<file path="src/common/rlt_consts.svh">
`ifndef RLT_CONSTS_SVH
`define RLT_CONSTS_SVH
`define RLT_OP_TBL 8'hA5
`define RLT_OP_RD3 8'h03
`define RLT_OP_RD4 8'h13
`define RLT_OP_FAST3 8'h0B
`define RLT_OP_FAST4 8'h0C
`define RLT_OP_DOUT3 8'h3B
`define RLT_OP_DOUT4 8'h3C
`define RLT_OP_QOUT3 8'h6B
`define RLT_OP_QOUT4 8'h6C
`define RLT_OP_DIO3 8'hBB
`define RLT_OP_DIO4 8'hBC
`define RLT_OP_QIO3 8'hEB
`define RLT_OP_QIO4 8'hEC
`define RLT_OP_DFAST3 8'h0D
`define RLT_OP_DFAST4 8'h0E
`define RLT_OP_DDIO3 8'hBD
`define RLT_OP_DDIO4 8'hBE
`define RLT_OP_DQIO3 8'hED
`define RLT_OP_DQIO4 8'hEE
`define RLT_SDR_ID 8'h90
`define RLT_SDR_LEN 8'h56
`define RLT_SDR_ROWS 8'h06
`define RLT_SDR_RLEN 8'h0E
`define RLT_SDR_ROW0 8'h12
`define RLT_DDR_ID 8'h9A
`define RLT_DDR_LEN 8'h2A
`define RLT_DDR_ROWS 8'h05
`define RLT_DDR_RLEN 8'h08
`define RLT_DDR_ROW0 8'h0C
`define RLT_DDR_BASE 8'h58
`define RLT_TBL_END 8'h84
`define RLT_HDR_F 8'h46
`define RLT_HDR_C 8'h43
`define RLT_UNSUP 8'hFF
`define RLT_F50 8'h32
`define RLT_F66 8'h42
`define RLT_F80 8'h50
`define RLT_F90 8'h5A
`define RLT_F104 8'h68
`define RLT_F133 8'h85
`define RLT_ROW_HIGH 3'h4
`define RLT_OP_LAST 5'h07
`define RLT_ADDR_LAST 5'h0F
`define RLT_HDR_CNT 5'h10
`define RLT_HDR_BITS 12'h010
`define RLT_SCK_HALF 3
`define RLT_FIFO_DEPTH 16
`endif

</file>
<file path="src/common/rlt_pkg.sv">
`include "rlt_consts.svh"
package rlt_pkg;
   typedef enum logic [3:0] {
      RLT_RD = 4'h0, RLT_FAST = 4'h1, RLT_DOUT = 4'h2, RLT_QOUT = 4'h3,
      RLT_DIO = 4'h4, RLT_QIO = 4'h5, RLT_DFAST = 4'h6, RLT_DDIO = 4'h7,
      RLT_DQIO = 4'h8, RLT_NONE = 4'hF
   } rlt_cmd_e;

   typedef struct packed {
      logic [7:0] mode;
      logic [7:0] dummy;
   } rlt_cyc_s;

   typedef enum logic [2:0] {
      HS_IDLE = 3'b001, HS_RUN = 3'b010, HS_END = 3'b100
   } rlt_hstate_e;

   function automatic logic [7:0] op_of(input logic [3:0] c,
                                        input logic a4);
      case ({c, a4})
         5'h00: op_of = `RLT_OP_RD3;
         5'h01: op_of = `RLT_OP_RD4;
         5'h02: op_of = `RLT_OP_FAST3;
         5'h03: op_of = `RLT_OP_FAST4;
         5'h04: op_of = `RLT_OP_DOUT3;
         5'h05: op_of = `RLT_OP_DOUT4;
         5'h06: op_of = `RLT_OP_QOUT3;
         5'h07: op_of = `RLT_OP_QOUT4;
         5'h08: op_of = `RLT_OP_DIO3;
         5'h09: op_of = `RLT_OP_DIO4;
         5'h0A: op_of = `RLT_OP_QIO3;
         5'h0B: op_of = `RLT_OP_QIO4;
         5'h0C: op_of = `RLT_OP_DFAST3;
         5'h0D: op_of = `RLT_OP_DFAST4;
         5'h0E: op_of = `RLT_OP_DDIO3;
         5'h0F: op_of = `RLT_OP_DDIO4;
         5'h10: op_of = `RLT_OP_DQIO3;
         5'h11: op_of = `RLT_OP_DQIO4;
         default: op_of = `RLT_OP_TBL;
      endcase
   endfunction

   function automatic rlt_cmd_e op_cmd(input logic [7:0] op);
      op_cmd = RLT_NONE;
      for (int i = 0; i < 18; i++)
      begin
         if (op_of(4'(i / 2), i[0]) == op)
            op_cmd = rlt_cmd_e'(4'(i / 2));
      end
   endfunction

   // rows in table order: 11b, 00b, 01b, 10b, 10b above 104 MHz
   function automatic logic [2:0] row_of(input logic [1:0] code,
                                         input logic high);
      case (code)
         2'b11: row_of = 3'h0;
         2'b00: row_of = 3'h1;
         2'b01: row_of = 3'h2;
         default: row_of = high ? `RLT_ROW_HIGH : 3'h3;
      endcase
   endfunction

   function automatic logic [7:0] pick(input logic [2:0] row,
                                       input logic [31:0] d);
      pick = d[8 * row[1:0] +: 8];
   endfunction

   function automatic rlt_cyc_s cyc(input logic [2:0] row,
                                    input rlt_cmd_e c);
      logic hi;
      hi = (row == `RLT_ROW_HIGH);
      cyc = {`RLT_UNSUP, `RLT_UNSUP};
      case (c)
         RLT_RD: if (row == 3'h0) cyc = '0;
         RLT_FAST: cyc = (row == 3'h0) ? '0 : {8'h00, 8'h08};
         RLT_DOUT, RLT_QOUT:
            if (!hi) cyc = (row == 3'h0) ? '0 : {8'h00, 8'h08};
         RLT_DIO: if (!hi) cyc = {8'h04, pick(row, 32'h02010000)};
         RLT_QIO: if (!hi) cyc = {8'h02, pick(row, 32'h05040401)};
         RLT_DFAST: if (!hi) cyc = {8'h04, pick(row, 32'h05040201)};
         RLT_DDIO: if (!hi) cyc = {8'h02, pick(row, 32'h06050402)};
         RLT_DQIO: if (!hi) cyc = {8'h01, pick(row, 32'h08070603)};
         default: cyc = {`RLT_UNSUP, `RLT_UNSUP};
      endcase
   endfunction
endpackage

</file>
<file path="src/common/rlt_if.sv">
`timescale 1ns/1ps
interface rlt_if;
   logic sclk;
   logic cs_n;
   logic mosi;
   logic miso;
   modport dev (input sclk, input cs_n, input mosi, output miso);
   modport host (output sclk, output cs_n, output mosi, input miso);
endinterface

</file>
<file path="src/verilog/rlt_host.sv">
`timescale 1ns/1ps
`include "rlt_consts.svh"

module rlt_fifo
#(
   parameter int WIDTH = 8, // word width
   parameter int DEPTH = 16 // entries, power of two
)
(
   input wire logic rst, // async reset, active high
   input wire logic clk, // system clock
   input wire logic in_valid, // write request
   output logic in_ready, // not full
   input wire logic [WIDTH-1:0] in_data, // write word
   output logic out_valid, // not empty
   input wire logic out_ready, // read accept
   output logic [WIDTH-1:0] out_data // head word
);
   localparam int AW = $clog2(DEPTH);
   logic [AW:0] wr_reg;
   logic [AW:0] rd_reg;
   logic [WIDTH-1:0] mem_reg [DEPTH];
   logic push;
   logic pop;

   assign in_ready = !((wr_reg[AW] != rd_reg[AW]) &&
                       (wr_reg[AW-1:0] == rd_reg[AW-1:0]));
   assign out_valid = (wr_reg != rd_reg);
   assign push = in_valid & in_ready;
   assign pop = out_valid & out_ready;
   assign out_data = mem_reg[rd_reg[AW-1:0]];

   for (genvar gi = 0; gi < DEPTH; gi++)
   begin : g_ent
      always_ff @(posedge clk or posedge rst)
      begin
         if (rst)
            mem_reg[gi] <= '0;
         else if (push && wr_reg[AW-1:0] == AW'(gi))
            mem_reg[gi] <= in_data;
      end
   end

   always_ff @(posedge clk or posedge rst)
   begin
      if (rst)
         wr_reg <= '0;
      else if (push)
         wr_reg <= wr_reg + 1'b1;
   end

   always_ff @(posedge clk or posedge rst)
   begin
      if (rst)
         rd_reg <= '0;
      else if (pop)
         rd_reg <= rd_reg + 1'b1;
   end
endmodule

module rlt_host
#(
   parameter int SCK_HALF = `RLT_SCK_HALF, // clk cycles per sclk half
   parameter int DEPTH = `RLT_FIFO_DEPTH // reply buffer depth
)
(
   input wire logic rst, // async reset, active high
   input wire logic clk, // system clock
   rlt_if.host link, // serial link, host end
   input wire logic [1:0] lat_code, // code the device is set to
   input wire logic high_band, // sclk above 104 MHz
   input wire logic req_valid, // frame request
   output logic req_ready, // idle, request taken
   input wire logic [7:0] req_op, // opcode byte
   input wire logic [7:0] req_addr, // second byte
   input wire logic [7:0] req_len, // reply bytes to read
   output logic req_reject, // pulse: command refused
   output logic rx_valid, // reply byte available
   input wire logic rx_ready, // reply byte taken
   output logic [7:0] rx_data, // reply byte
   output logic [7:0] param_next, // next parameter offset
   output logic busy // frame in progress
);
   rlt_pkg::rlt_hstate_e state_reg;
   logic [7:0] div_reg;
   logic sclk_reg;
   logic cs_n_reg;
   logic mosi_reg;
   logic [15:0] tx_sh_reg;
   logic [11:0] bit_idx_reg;
   logic [11:0] total_reg;
   logic [7:0] rx_sh_reg;
   logic [7:0] rxn_reg;
   logic pend_reg;
   logic [7:0] pend_data_reg;
   logic tbl_reg;
   logic [7:0] base_reg;
   logic miso_s1_reg;
   logic miso_s2_reg;
   logic fifo_in_ready;
   logic stall;
   logic tick;
   logic rise;
   logic accept;
   logic refuse;
   logic start;
   logic last_fall;
   logic byte_done;
   logic [7:0] rx_byte;
   rlt_pkg::rlt_cmd_e req_cmd;

   assign link.sclk = sclk_reg;
   assign link.cs_n = cs_n_reg;
   assign link.mosi = mosi_reg;
   assign req_ready = (state_reg == rlt_pkg::HS_IDLE);
   assign busy = (state_reg != rlt_pkg::HS_IDLE);
   assign accept = req_valid & req_ready;
   assign req_cmd = rlt_pkg::op_cmd(req_op);
   // reads unsupported at the lat_code seen on acceptance never reach the link
   assign refuse = (req_cmd != rlt_pkg::RLT_NONE) &&
      (rlt_pkg::cyc(rlt_pkg::row_of(lat_code, high_band),
                    req_cmd).mode == `RLT_UNSUP);
   assign start = accept & ~refuse;
   // sclk pauses while a finished byte waits for buffer room
   assign stall = pend_reg & ~fifo_in_ready;
   assign tick = (state_reg == rlt_pkg::HS_RUN) & ~stall &
                 (div_reg == 8'(SCK_HALF - 1));
   assign rise = tick & ~sclk_reg;
   assign last_fall = tick & sclk_reg & (bit_idx_reg == total_reg);
   assign rx_byte = {rx_sh_reg[6:0], miso_s2_reg};
   assign byte_done = rise & (bit_idx_reg >= `RLT_HDR_BITS) &
                      (bit_idx_reg[2:0] == 3'h7);

   always_ff @(posedge clk or posedge rst)
   begin
      if (rst)
      begin
         miso_s1_reg <= 1'b0;
         miso_s2_reg <= 1'b0;
      end
      else
      begin
         miso_s1_reg <= link.miso;
         miso_s2_reg <= miso_s1_reg;
      end
   end

   always_ff @(posedge clk or posedge rst)
   begin
      if (rst)
         state_reg <= rlt_pkg::HS_IDLE;
      else
      begin
         case (state_reg)
            rlt_pkg::HS_IDLE:
               if (start) state_reg <= rlt_pkg::HS_RUN;
            rlt_pkg::HS_RUN:
               if (last_fall) state_reg <= rlt_pkg::HS_END;
            rlt_pkg::HS_END:
               if (!pend_reg) state_reg <= rlt_pkg::HS_IDLE;
            default: state_reg <= rlt_pkg::HS_IDLE;
         endcase
      end
   end

   always_ff @(posedge clk or posedge rst)
   begin
      if (rst)
         div_reg <= '0;
      else if (state_reg != rlt_pkg::HS_RUN || tick)
         div_reg <= '0;
      else if (!stall)
         div_reg <= div_reg + 8'h01;
   end

   always_ff @(posedge clk or posedge rst)
   begin
      if (rst)
      begin
         sclk_reg <= 1'b0;
         cs_n_reg <= 1'b1;
      end
      else
      begin
         if (tick)
            sclk_reg <= ~sclk_reg;
         if (start)
            cs_n_reg <= 1'b0;
         else if (last_fall)
            cs_n_reg <= 1'b1;
      end
   end

   always_ff @(posedge clk or posedge rst)
   begin
      if (rst)
      begin
         tx_sh_reg <= '0;
         mosi_reg <= 1'b0;
         total_reg <= '0;
         tbl_reg <= 1'b0;
         base_reg <= '0;
      end
      else if (start)
      begin
         tx_sh_reg <= {req_op, req_addr};
         mosi_reg <= req_op[7];
         total_reg <= `RLT_HDR_BITS + {1'b0, req_len, 3'b000};
         tbl_reg <= (req_op == `RLT_OP_TBL);
         base_reg <= req_addr;
      end
      else if (tick & sclk_reg)
      begin
         tx_sh_reg <= {tx_sh_reg[14:0], 1'b0};
         mosi_reg <= tx_sh_reg[14];
      end
   end

   always_ff @(posedge clk or posedge rst)
   begin
      if (rst)
      begin
         bit_idx_reg <= '0;
         rx_sh_reg <= '0;
         rxn_reg <= '0;
      end
      else if (start)
      begin
         bit_idx_reg <= '0;
         rxn_reg <= '0;
      end
      else if (rise)
      begin
         bit_idx_reg <= bit_idx_reg + 12'h001;
         if (bit_idx_reg >= `RLT_HDR_BITS)
            rx_sh_reg <= rx_byte;
         if (byte_done)
            rxn_reg <= rxn_reg + 8'h01;
      end
   end

   // a new byte outranks the clear of pend_reg; the old one is still pushed that cycle
   always_ff @(posedge clk or posedge rst)
   begin
      if (rst)
      begin
         pend_reg <= 1'b0;
         pend_data_reg <= '0;
      end
      else if (byte_done)
      begin
         pend_reg <= 1'b1;
         pend_data_reg <= rx_byte;
      end
      else if (fifo_in_ready)
         pend_reg <= 1'b0;
   end

   // length byte is the second reply byte of a parameter read
   always_ff @(posedge clk or posedge rst)
   begin
      if (rst)
         param_next <= '0;
      else if (byte_done && tbl_reg && rxn_reg == 8'h01)
         param_next <= base_reg + 8'h02 + rx_byte;
   end

   always_ff @(posedge clk or posedge rst)
   begin
      if (rst)
         req_reject <= 1'b0;
      else
         req_reject <= accept & refuse;
   end

   rlt_fifo #(.WIDTH(8), .DEPTH(DEPTH)) u_fifo (
      .rst(rst),
      .clk(clk),
      .in_valid(pend_reg),
      .in_ready(fifo_in_ready),
      .in_data(pend_data_reg),
      .out_valid(rx_valid),
      .out_ready(rx_ready),
      .out_data(rx_data)
   );
endmodule
</file>
<file path="src/flat_wrapper.sv">
// flat-port wrapper written by rule: the top's interface ports become plain ports
module rlt_host_flat 
#(
   parameter int SCK_HALF = `RLT_SCK_HALF,                            
   parameter int DEPTH = `RLT_FIFO_DEPTH                      
)
  (rst, clk, lat_code, high_band, req_valid, req_ready, req_op, req_addr, req_len, req_reject, rx_valid, rx_ready, rx_data, param_next, busy, link_sclk, link_cs_n, link_mosi, link_miso);
  rlt_if link_i ();
  input wire logic rst;
  input wire logic clk;
  input wire logic [1:0] lat_code;
  input wire logic high_band;
  input wire logic req_valid;
  output logic req_ready;
  input wire logic [7:0] req_op;
  input wire logic [7:0] req_addr;
  input wire logic [7:0] req_len;
  output logic req_reject;
  output logic rx_valid;
  input wire logic rx_ready;
  output logic [7:0] rx_data;
  output logic [7:0] param_next;
  output logic busy;
  output wire logic [$bits(link_i.sclk)-1:0] link_sclk;
  output wire logic [$bits(link_i.cs_n)-1:0] link_cs_n;
  output wire logic [$bits(link_i.mosi)-1:0] link_mosi;
  input wire logic [$bits(link_i.miso)-1:0] link_miso;
  assign link_sclk = link_i.sclk;
  assign link_cs_n = link_i.cs_n;
  assign link_mosi = link_i.mosi;
  assign link_i.miso = link_miso;
  rlt_host #(.SCK_HALF(SCK_HALF), .DEPTH(DEPTH)) u_core (.rst(rst), .clk(clk), .link(link_i), .lat_code(lat_code), .high_band(high_band), .req_valid(req_valid), .req_ready(req_ready), .req_op(req_op), .req_addr(req_addr), .req_len(req_len), .req_reject(req_reject), .rx_valid(rx_valid), .rx_ready(rx_ready), .rx_data(rx_data), .param_next(param_next), .busy(busy));
endmodule
</file>
<file path="config.mk">
export PLATFORM = sky130hd
export DESIGN_NAME = rlt_host_flat
export DESIGN_NICKNAME = d
export VERILOG_FILES = /design/src/common/rlt_pkg.sv /design/src/common/rlt_if.sv /design/src/verilog/rlt_host.sv /design/src/flat_wrapper.sv
export VERILOG_INCLUDE_DIRS = /design/src /design/src/common
export SDC_FILE = /design/constraint.sdc
export NUM_CORES = 1
export LEC_CHECK = 0
export ABC_AREA = 1
export BUFFER_PORTS_ARGS = -buffer_cell sky130_fd_sc_hd__clkbuf_2
export CAP_MARGIN = 15
export CORE_MARGIN = 2
export CORE_UTILIZATION = 62
export CTS_CLUSTER_DIAMETER = 40
export DETAILED_ROUTE_END_ITERATION = 10
export HOLD_SLACK_MARGIN = 0.03
export PLACE_DENSITY = 0.8
export SLEW_MARGIN = 20
export SYNTH_ARGS = -nofsm -noshare
export SYNTH_HDL_FRONTEND = slang
export SYNTH_SLANG_ARGS = --single-unit
</file>
<file path="constraint.sdc">
create_clock -name clk -period 20 [get_ports clk]
set_input_delay 1 -clock clk [delete_from_list [all_inputs] [get_ports clk]]
set_output_delay 1 -clock clk [all_outputs]
set_load 0.005 [all_outputs]
</file>
==> results of run 1 <==
[power by group through the flow]
stage                     Combinational (mW)  Sequential, mW  Clock, mW
final                                  0.297           0.514      0.608
after global routing                   0.331           0.516      0.637
after CTS                              0.295           0.513      0.617
after detailed placement               0.291           0.521          0
after global placement                 0.286           0.520          0
after floorplan                        0.210           0.512          0
[cell type report]
class | instances | area (um2) | share of cell area
well taps | 234 | 293 | 0.0222
repair buffers | 59 | 312 | 0.0237
inverters | 117 | 449 | 0.0341
flip-flops and latches | 232 | 5810 | 0.441
multi-input cells | 973 | 5110 | 0.388
clock buffers | 43 | 1020 | 0.0776
clock inverters | 20 | 168 | 0.0127
[logic make-up (layout without fill, tap and decap cells)]
| family | after synthesis | count (layout) | share of synthesized area |
|---|---|---|---|
| compound gates | 312 | 312 | 0.145 |
| xor+xnor | 30 | 30 | 0.0224 |
| fa+ha+maj | 27 | 27 | 0.0295 |
| buf+inv | 181 | 239 | 0.0683 |
| flops | 232 | 232 | 0.496 |
| simple gates | 604 | 604 | 0.240 |
[layout by cell type, fill, tap and decap left out, drive strengths merged]
cell	n
o21ai	262
nor3b	2
ha	26
nor4	2
clkinv	10
inv	121
or2	6
a21o	1
o211ai	3
dfstp	2
xor2	22
nand4	32
and3b	1
clkbuf	97
nand2	345
o31ai	1
a21oi	10
xnor2	8
o221ai	14
o22ai	18
fa	1
bufinv	1
o41ai	1
nor2	114
buf	5
a31oi	1
dfrtp	230
nor3	12
nand2b	1
clkinvlp	5
a21boi	1
nand3b	6
nand3	83
[through the flow]
step	worst slack (ns)	hold WS, ns	instances	total power, mW
4_1_cts	16.14	0.363	1678	1.42
2_1_floorplan	12.64	0.331	1386	0.722
3_3_place_gp	16.59	0.340	1615	0.805
6_report	16.15	0.363	1678	1.42
3_5_place_dp	16.51	0.347	1615	0.811
5_1_grt	15.94	0.364	1678	1.48
[worst max-delay path, cell delays in order, from the launching register on]
cell and delay (ns):
dfrtp_2 0.39, inv_1 0.66, buf_4 0.46, o21ai_0 0.14, o221ai_1 0.24, nand3_1 0.18
nand3_1 0.15, clkbuf_2 0.13
[routing by layer]
metal,wire (um),vias to the layer above
met5,0,-
met4,992,0
met3,1620,71
met2,12800,325
met1,11600,4618
li1,-,4668
[worst paths after layout]
path                                                      from  depth (start not counted)                                     to
setup / recovery           u_core.u_fifo.rd_reg[0]$_DFFE_PP0P_                          7                             rx_data[4]
setup reg to reg           u_core.u_fifo.rd_reg[0]$_DFFE_PP0P_                         11       u_core.param_next[1]$_DFFE_PP0P_
hold / removal                    u_core.miso_s1_reg$_DFF_PP0_                          0           u_core.miso_s2_reg$_DFF_PP0_
hold reg to reg                   u_core.miso_s1_reg$_DFF_PP0_                          0           u_core.miso_s2_reg$_DFF_PP0_
min in group asynchronous                                  rst                          2  u_core.u_fifo.mem_reg[33]$_DFFE_PP0P_
max in group asynchronous                                  rst                          3       u_core.param_next[0]$_DFFE_PP0P_
==> summary.txt, run 1 <==
Global route
  – Grt met3 use: 0.0462
  – Total track usage: 0.280
  – First-pass GRT wire length: 45.7 mm
  – Initial antenna violation count: 0
  – Grt ovf: 0
  – Met1 Use GR: 0.369
  – GR peak layer: met2
  – Vias in the first global route: 9,477
  – GR Util met2: 0.462
  – Largest net degree at the start of global routing: 147

Worst setup path
  – CP Class: reg2out
  – WP data required: 19.00 ns
  – Endpoint class of the critical path: primary output
  – Startpoint types: flip-flop
  – Reg2reg setup slack: 16.50 ns
  – Worst-path fanout max: 34
  – WP data arrival: 2.85 ns

STA
  – Relative slew slack: 0.351
  – Setup tns final: 0 ns
  – Max-slew violations: 0
  – Fin crit period: 3.85 ns
  – Final Setup Violations: 0
  – Final-report hold violation count: 0
  – Clk_skew: 0.0183 ns
  – Final period util: 0.193
  – Slew at the pin with the worst max-slew slack: 0.973 ns
  – RSZ-0062 raised after global routing: no
  – Max Fclk: 260 MHz

Detailed routing
  – Final WL: 27.0 mm
  – Final antenna-violating net count: 0
  – DRC errors left: 0
  – Via count: 9,682
  – DRT iter0 DRCs: 764
  – WL per Instance: 16.1 um
  – Pre-Repair DR Iteration Count: 5
  – Vias per Instance: 5.77

Floorplanning
  – Core ar.: 0.0186 mm2
  – Die span in x: 141 um
  – Number of I/O pins: 55
  – Die height: 141 um
  – Std cell rows: 50
  – Die outline area: 0.0200 mm2
  – Initial core utilization: 0.629

Power and ir drop
  – P_int: 0.970 mW
  – Leak: 6.36 nW
  – Clock share of power: 0.429
  – Combinational share of power: 0.209
  – PD cells: 108 mW/mm2
  – Peak supply drop: 104 uV
  – Reg power frac: 0.362
  – Sw Ratio: 0.317
  – P_sw: 0.449 mW

CTS
  – Root Buffer: clkbuf_16
  – Clk pin slew, worst setup/hold paths: 0.06 ns
  – H-tree depth: 2
  – Cts hold-fix bufs: 0
  – Clk Latency, worst-skew pair: 0.52 ns
  – Bufs on Longest Clock Path: 3
  – Clock sinks: 232
  – TritonCTS buffer count: 37
  – PostCTS Resize Cnt: 0
  – CTS tree: yes
  – Post-CTS Setup Bufs: 0

Logic synthesis
  – Number of synthesized flops with an enable pin: 0
  – Synth top area share: 0.491
  – Netlist cell types: 49
  – Commonest cells in the netlist: nand2_1, dfrtp_1, o21ai_0
  – Largest cells by area after synthesis: dfrtp_1, nand2_1, o21ai_0, inv_1, nor2_1
  – Post-synth ARST share: 1.00
  – Mapped Area: 0.0117 mm2
  – Mapped Cells: 1,386
  – Synthesized Nets: 1,445
  – Yosys top cell by area: dfrtp_1
  – Synth warnings: 0
  – Dominant synthesized flop cell: dfrtp_1
  – Post-Syn Area per Cell: 8.46 um2
  – Top-count cell post-synth: nand2_1
  – Seq cells post-synth: 232
  – Sequential-to-total area share from yosys stat: 0.496

Cells and area
  – Area grow syn2layout: 12.3%
  – Nets: 1,479
  – Share of cells above drive strength 1: 0.125
  – Post-route cell area: 0.0132 mm2
  – N_diodes: 0
  – # fillers: 1,465
  – Final core utilization: 0.706
  – Max FFs per register: 128

Placed design
  – # port buffers: 54
  – Area after DPL: 0.0120 mm2
  – GP Congestion: 0.867
  – HPWL after detailed placement: 17.1 mm

Flow run
  – Max-cap violations: 0

Run status
  – Run status: finished, final reports clean

Hold path
  – Hold WC Path Type: reg2reg
(Power assumes the default switching activity.)
==> run 2: changes to the inputs <==
--- a/config.mk
+++ b/config.mk
@@ -10,11 +10,11 @@
 export BUFFER_PORTS_ARGS = -buffer_cell sky130_fd_sc_hd__clkbuf_2
 export CAP_MARGIN = 15
 export CORE_MARGIN = 2
-export CORE_UTILIZATION = 62
+export CORE_UTILIZATION = 56
 export CTS_CLUSTER_DIAMETER = 40
 export DETAILED_ROUTE_END_ITERATION = 10
 export HOLD_SLACK_MARGIN = 0.03
-export PLACE_DENSITY = 0.8
+export PLACE_DENSITY = 0.77
 export SLEW_MARGIN = 20
 export SYNTH_ARGS = -nofsm -noshare
 export SYNTH_HDL_FRONTEND = slang
==> constraint.sdc (replaced) <==
create_clock -name clk -period 3.42 [get_ports clk]
set_input_delay 0.171 -clock clk [delete_from_list [all_inputs] [get_ports clk]]
set_output_delay 0.171 -clock clk [all_outputs]
set_load 0.005 [all_outputs]
==> run 2 against run 1 <==
Against the previous run:
- count of clock-buffer cells in the layout unchanged
- worst setup slack worse by 16 ns
- routed wire length is 2.4% higher
- sequential power rose to 5.9 times the previous value
- cell count grew 4.2%
- final area grew 3.4%
- combinational power grew to 6.0 times the previous value
- critical path type is now reg2reg
==> summary.txt, run 2 (same netlist as run 1, synthesis figures left out) <==
Hold path
  – Hold WC Path Type: in2reg (was reg2reg)
  – Hold path startpoint: lat_code[0] (was u_core.miso_s1_reg$_DFF_PP0_)
  – Worst Hold Path Cells: 4 (was 0)
  – Hold Path Sink: u_core.req_reject$_DFF_PP0_ (was u_core.miso_s2_reg$_DFF_PP0_)

Worst setup path
  – Buf+Inv Stages, Crit Path: 4 (was 3)
  – Reg2reg setup slack: 0.54 ns (was 16.50 ns)
  – Worst path slowest cell: dlygate4sd3_1 (was inv_1)
  – Crit path top cell by count: inv_1 (was nand3_1)
  – WP data arrival: 3.29 ns (was 2.85 ns)
  – Worst r2r src: u_core.state_reg[0]$_DFFE_PP1P_ (was u_core.u_fifo.rd_reg[0]$_DFFE_PP0P_)
  – Endpoint class of the critical path: flip-flop (was primary output)
  – Critical Path Max Stage Delay: 0.58 ns (was 0.66 ns)
  – CP top delay family: buffers and inverters (unchanged)
  – Reg-to-Reg End: u_core.total_reg[11]$_DFFE_PP0N_ (was u_core.param_next[1]$_DFFE_PP0P_)
  – Startpoint types: flip-flop (unchanged)
  – Crit-path cells: inv_1 -> nor3_2 -> inv_1 -> nor2_1 -> nand3_2 -> inv_2 -> nand4_1 -> dlygate4sd3_1 -> o21ai_0 (was inv_1 -> buf_4 -> o21ai_0 -> o221ai_1 -> nand3_1 -> nand3_1 -> clkbuf_2)
  – CP Class: reg2reg (was reg2out)
  – Worst r2r path cells: 9 (was 11)
  – WP data required: 3.83 ns (was 19.00 ns)
  – Worst-path fanout max: 30 (was 34)

CTS
  – Bufs on Longest Clock Path: 3 (unchanged)
  – Root Buffer: clkbuf_16 (unchanged)
  – Post-CTS Setup Bufs: 0 (unchanged)
  – Clk Latency, worst-skew pair: 0.50 ns (was 0.52 ns)
  – Clk pin slew, worst setup/hold paths: 0.06 ns (about the same)
  – TritonCTS buffer count: 35 (was 37)
  – CTS tree: yes (unchanged)
  – Clock sinks: 232 (unchanged)
  – PostCTS Resize Cnt: 0 (unchanged)
  – H-tree depth: 2 (unchanged)
  – Cts hold-fix bufs: 30 (was 0)

Floorplanning
  – Die span in x: 149 um (was 141 um)
  – Initial core utilization: 0.575 (was 0.629)
  – Core ar.: 0.0204 mm2 (was 0.0186 mm2)
  – Die height: 149 um (was 141 um)
  – Std cell rows: 52 (was 50)
  – Die outline area: 0.0221 mm2 (was 0.0200 mm2)
  – Number of I/O pins: 55 (unchanged)

STA
  – Fin crit period: 2.88 ns
  – Setup tns final: 0 ns (unchanged)
  – Slew at the pin with the worst max-slew slack: 0.810 ns (was 0.973 ns)
  – Max-slew violations: 0 (unchanged)
  – Relative slew slack: 0.459 (was 0.351)
  – Final Setup Violations: 0 (unchanged)
  – Final-report hold violation count: 0 (unchanged)
  – RSZ-0062 raised after global routing: no (unchanged)
  – Final period util: 0.841
  – Clk_skew: 0.00984 ns (was 0.0183 ns)
  – Final worst slack: 0.543 ns (was 16.15 ns)
  – Max Fclk: 348 MHz

Cells and area
  – Nets: 1,514 (was 1,479)
  – Share of cells above drive strength 1: 0.122 (was 0.125)
  – N_diodes: 0 (unchanged)
  – Max FFs per register: 128 (unchanged)
  – Area of the multi-input gates: 0.00511 mm2 (unchanged)
  – Register area: 0.00581 mm2 (unchanged)
  – Area grow syn2layout: 16.1% (was 12.3%)
  – # fillers: 1,620 (was 1,465)
  – Commonest non-fill, non-tap cells in the layout: nand2_1, dfrtp_1, o21ai_0 (unchanged)
  – Most common cell after layout, fill and taps aside: nand2_1 (unchanged)

Power and ir drop
  – Clock share of power: 0.438 (was 0.429)
  – Leak: 6.54 nW (was 6.36 nW)
  – P_int: 5.94 mW (was 0.970 mW)
  – P_sw: 2.60 mW (was 0.449 mW)
  – Combinational share of power: 0.210 (was 0.209)
  – Sw Ratio: 0.305 (was 0.317)
  – Peak supply drop: 419 uV (was 104 uV)
  – PD cells: 628 mW/mm2 (was 108 mW/mm2)
  – Reg power frac: 0.352 (was 0.362)

Global route
  – Grt ovf: 0 (unchanged)
  – Vias in the first global route: 9,374 (was 9,477)
  – Total track usage: 0.261 (was 0.280)
  – First-pass GRT wire length: 47.0 mm (was 45.7 mm)
  – Largest net degree at the start of global routing: 102 (was 147)
  – Initial antenna violation count: 0 (unchanged)

Run status
  – Run status: finished, final reports clean (unchanged)

Placed design
  – HPWL after detailed placement: 17.6 mm (was 17.1 mm)
  – GP Congestion: 0.857 (was 0.867)
  – # port buffers: 54 (unchanged)
  – Setup WS pre-CTS: 1.00 ns (was 16.51 ns)

Detailed routing
  – Pre-Repair DR Iteration Count: 5 (unchanged)
  – WL per Instance: 15.8 um (was 16.1 um)
  – DRT iter0 DRCs: 746 (was 764)
  – Vias per Instance: 5.57 (was 5.77)
  – DRC errors left: 0 (unchanged)
  – Final WL: 27.6 mm (was 27.0 mm)
  – Via count: 9,742 (was 9,682)
  – Final antenna-violating net count: 0 (unchanged)

Flow run
  – Max-cap violations: 0 (unchanged)
## run 2: worst min-delay path: stages
cell and delay [ns]:
clkbuf_2 0.09, nand2_1 0.05, nand3_1 0.12, a21boi_0 0.10
## run 2: final cells by class
cell class                      instances  area share
Sequential cell                       232       0.427
Multi-Input combinational cell        973       0.375
Clock buffer                           43      0.0704
Timing Repair Buffer                   96      0.0504
Inverter                              117      0.0327
Tap cell                              270      0.0248
Clock inverter                         17      0.0193
## run 2: through the flow
stage / instance area [um2] / total power [mW] / hold slack (ns) / std cells / utilization
2_1_floorplan: 11700 / 4.22 / 0.202 / 1386 / -
3_3_place_gp: 12100 / 4.78 / 0.280 / 1658 / 0.594
3_5_place_dp: 12100 / 4.80 / 0.282 / 1658 / 0.594
4_1_cts: 13600 / 8.58 / 0.0501 / 1748 / 0.668
5_1_grt: 13600 / 8.93 / 0.0903 / 1748 / 0.668
6_report: 13600 / 8.54 / 0.0717 / 1748 / 0.668
## run 2: how the worst max path moves through the flow
stage | startpoint | to | cells past startpoint
after floorplan | rst | u_core.base_reg[0]$_DFFE_PP0N_ | 1
after global placement | u_core.state_reg[0]$_DFFE_PP1P_ | u_core.bit_idx_reg[11]$_DFFE_PP0P_ | 7
after detailed placement | u_core.state_reg[0]$_DFFE_PP1P_ | u_core.tx_sh_reg[12]$_DFFE_PP0P_ | 10
after CTS | u_core.state_reg[0]$_DFFE_PP1P_ | u_core.total_reg[11]$_DFFE_PP0N_ | 9
after global routing | u_core.state_reg[0]$_DFFE_PP1P_ | u_core.total_reg[11]$_DFFE_PP0N_ | 9
final | u_core.state_reg[0]$_DFFE_PP1P_ | u_core.total_reg[11]$_DFFE_PP0N_ | 9
## run 2: power by group through the flow
stage | logic (mW) | registers (mW) | clock network, mW
5_1_grt | 1.99 | 3.03 | 3.92
4_1_cts | 1.79 | 3.01 | 3.79
6_report | 1.79 | 3.01 | 3.74
2_1_floorplan | 1.23 | 3.00 | 0
3_3_place_gp | 1.73 | 3.05 | 0
3_5_place_dp | 1.74 | 3.05 | 0
## run 2: per-layer routing
layer	vias to the layer above	wire length, um	part of all wire	track usage
met5	-	0	0	0
met4	0	710	0.026	0.0862
met3	49	1580	0.057	0.0414
met2	289	12900	0.47	0.420
met1	4641	12500	0.45	0.366
li1	4763	-	-	-
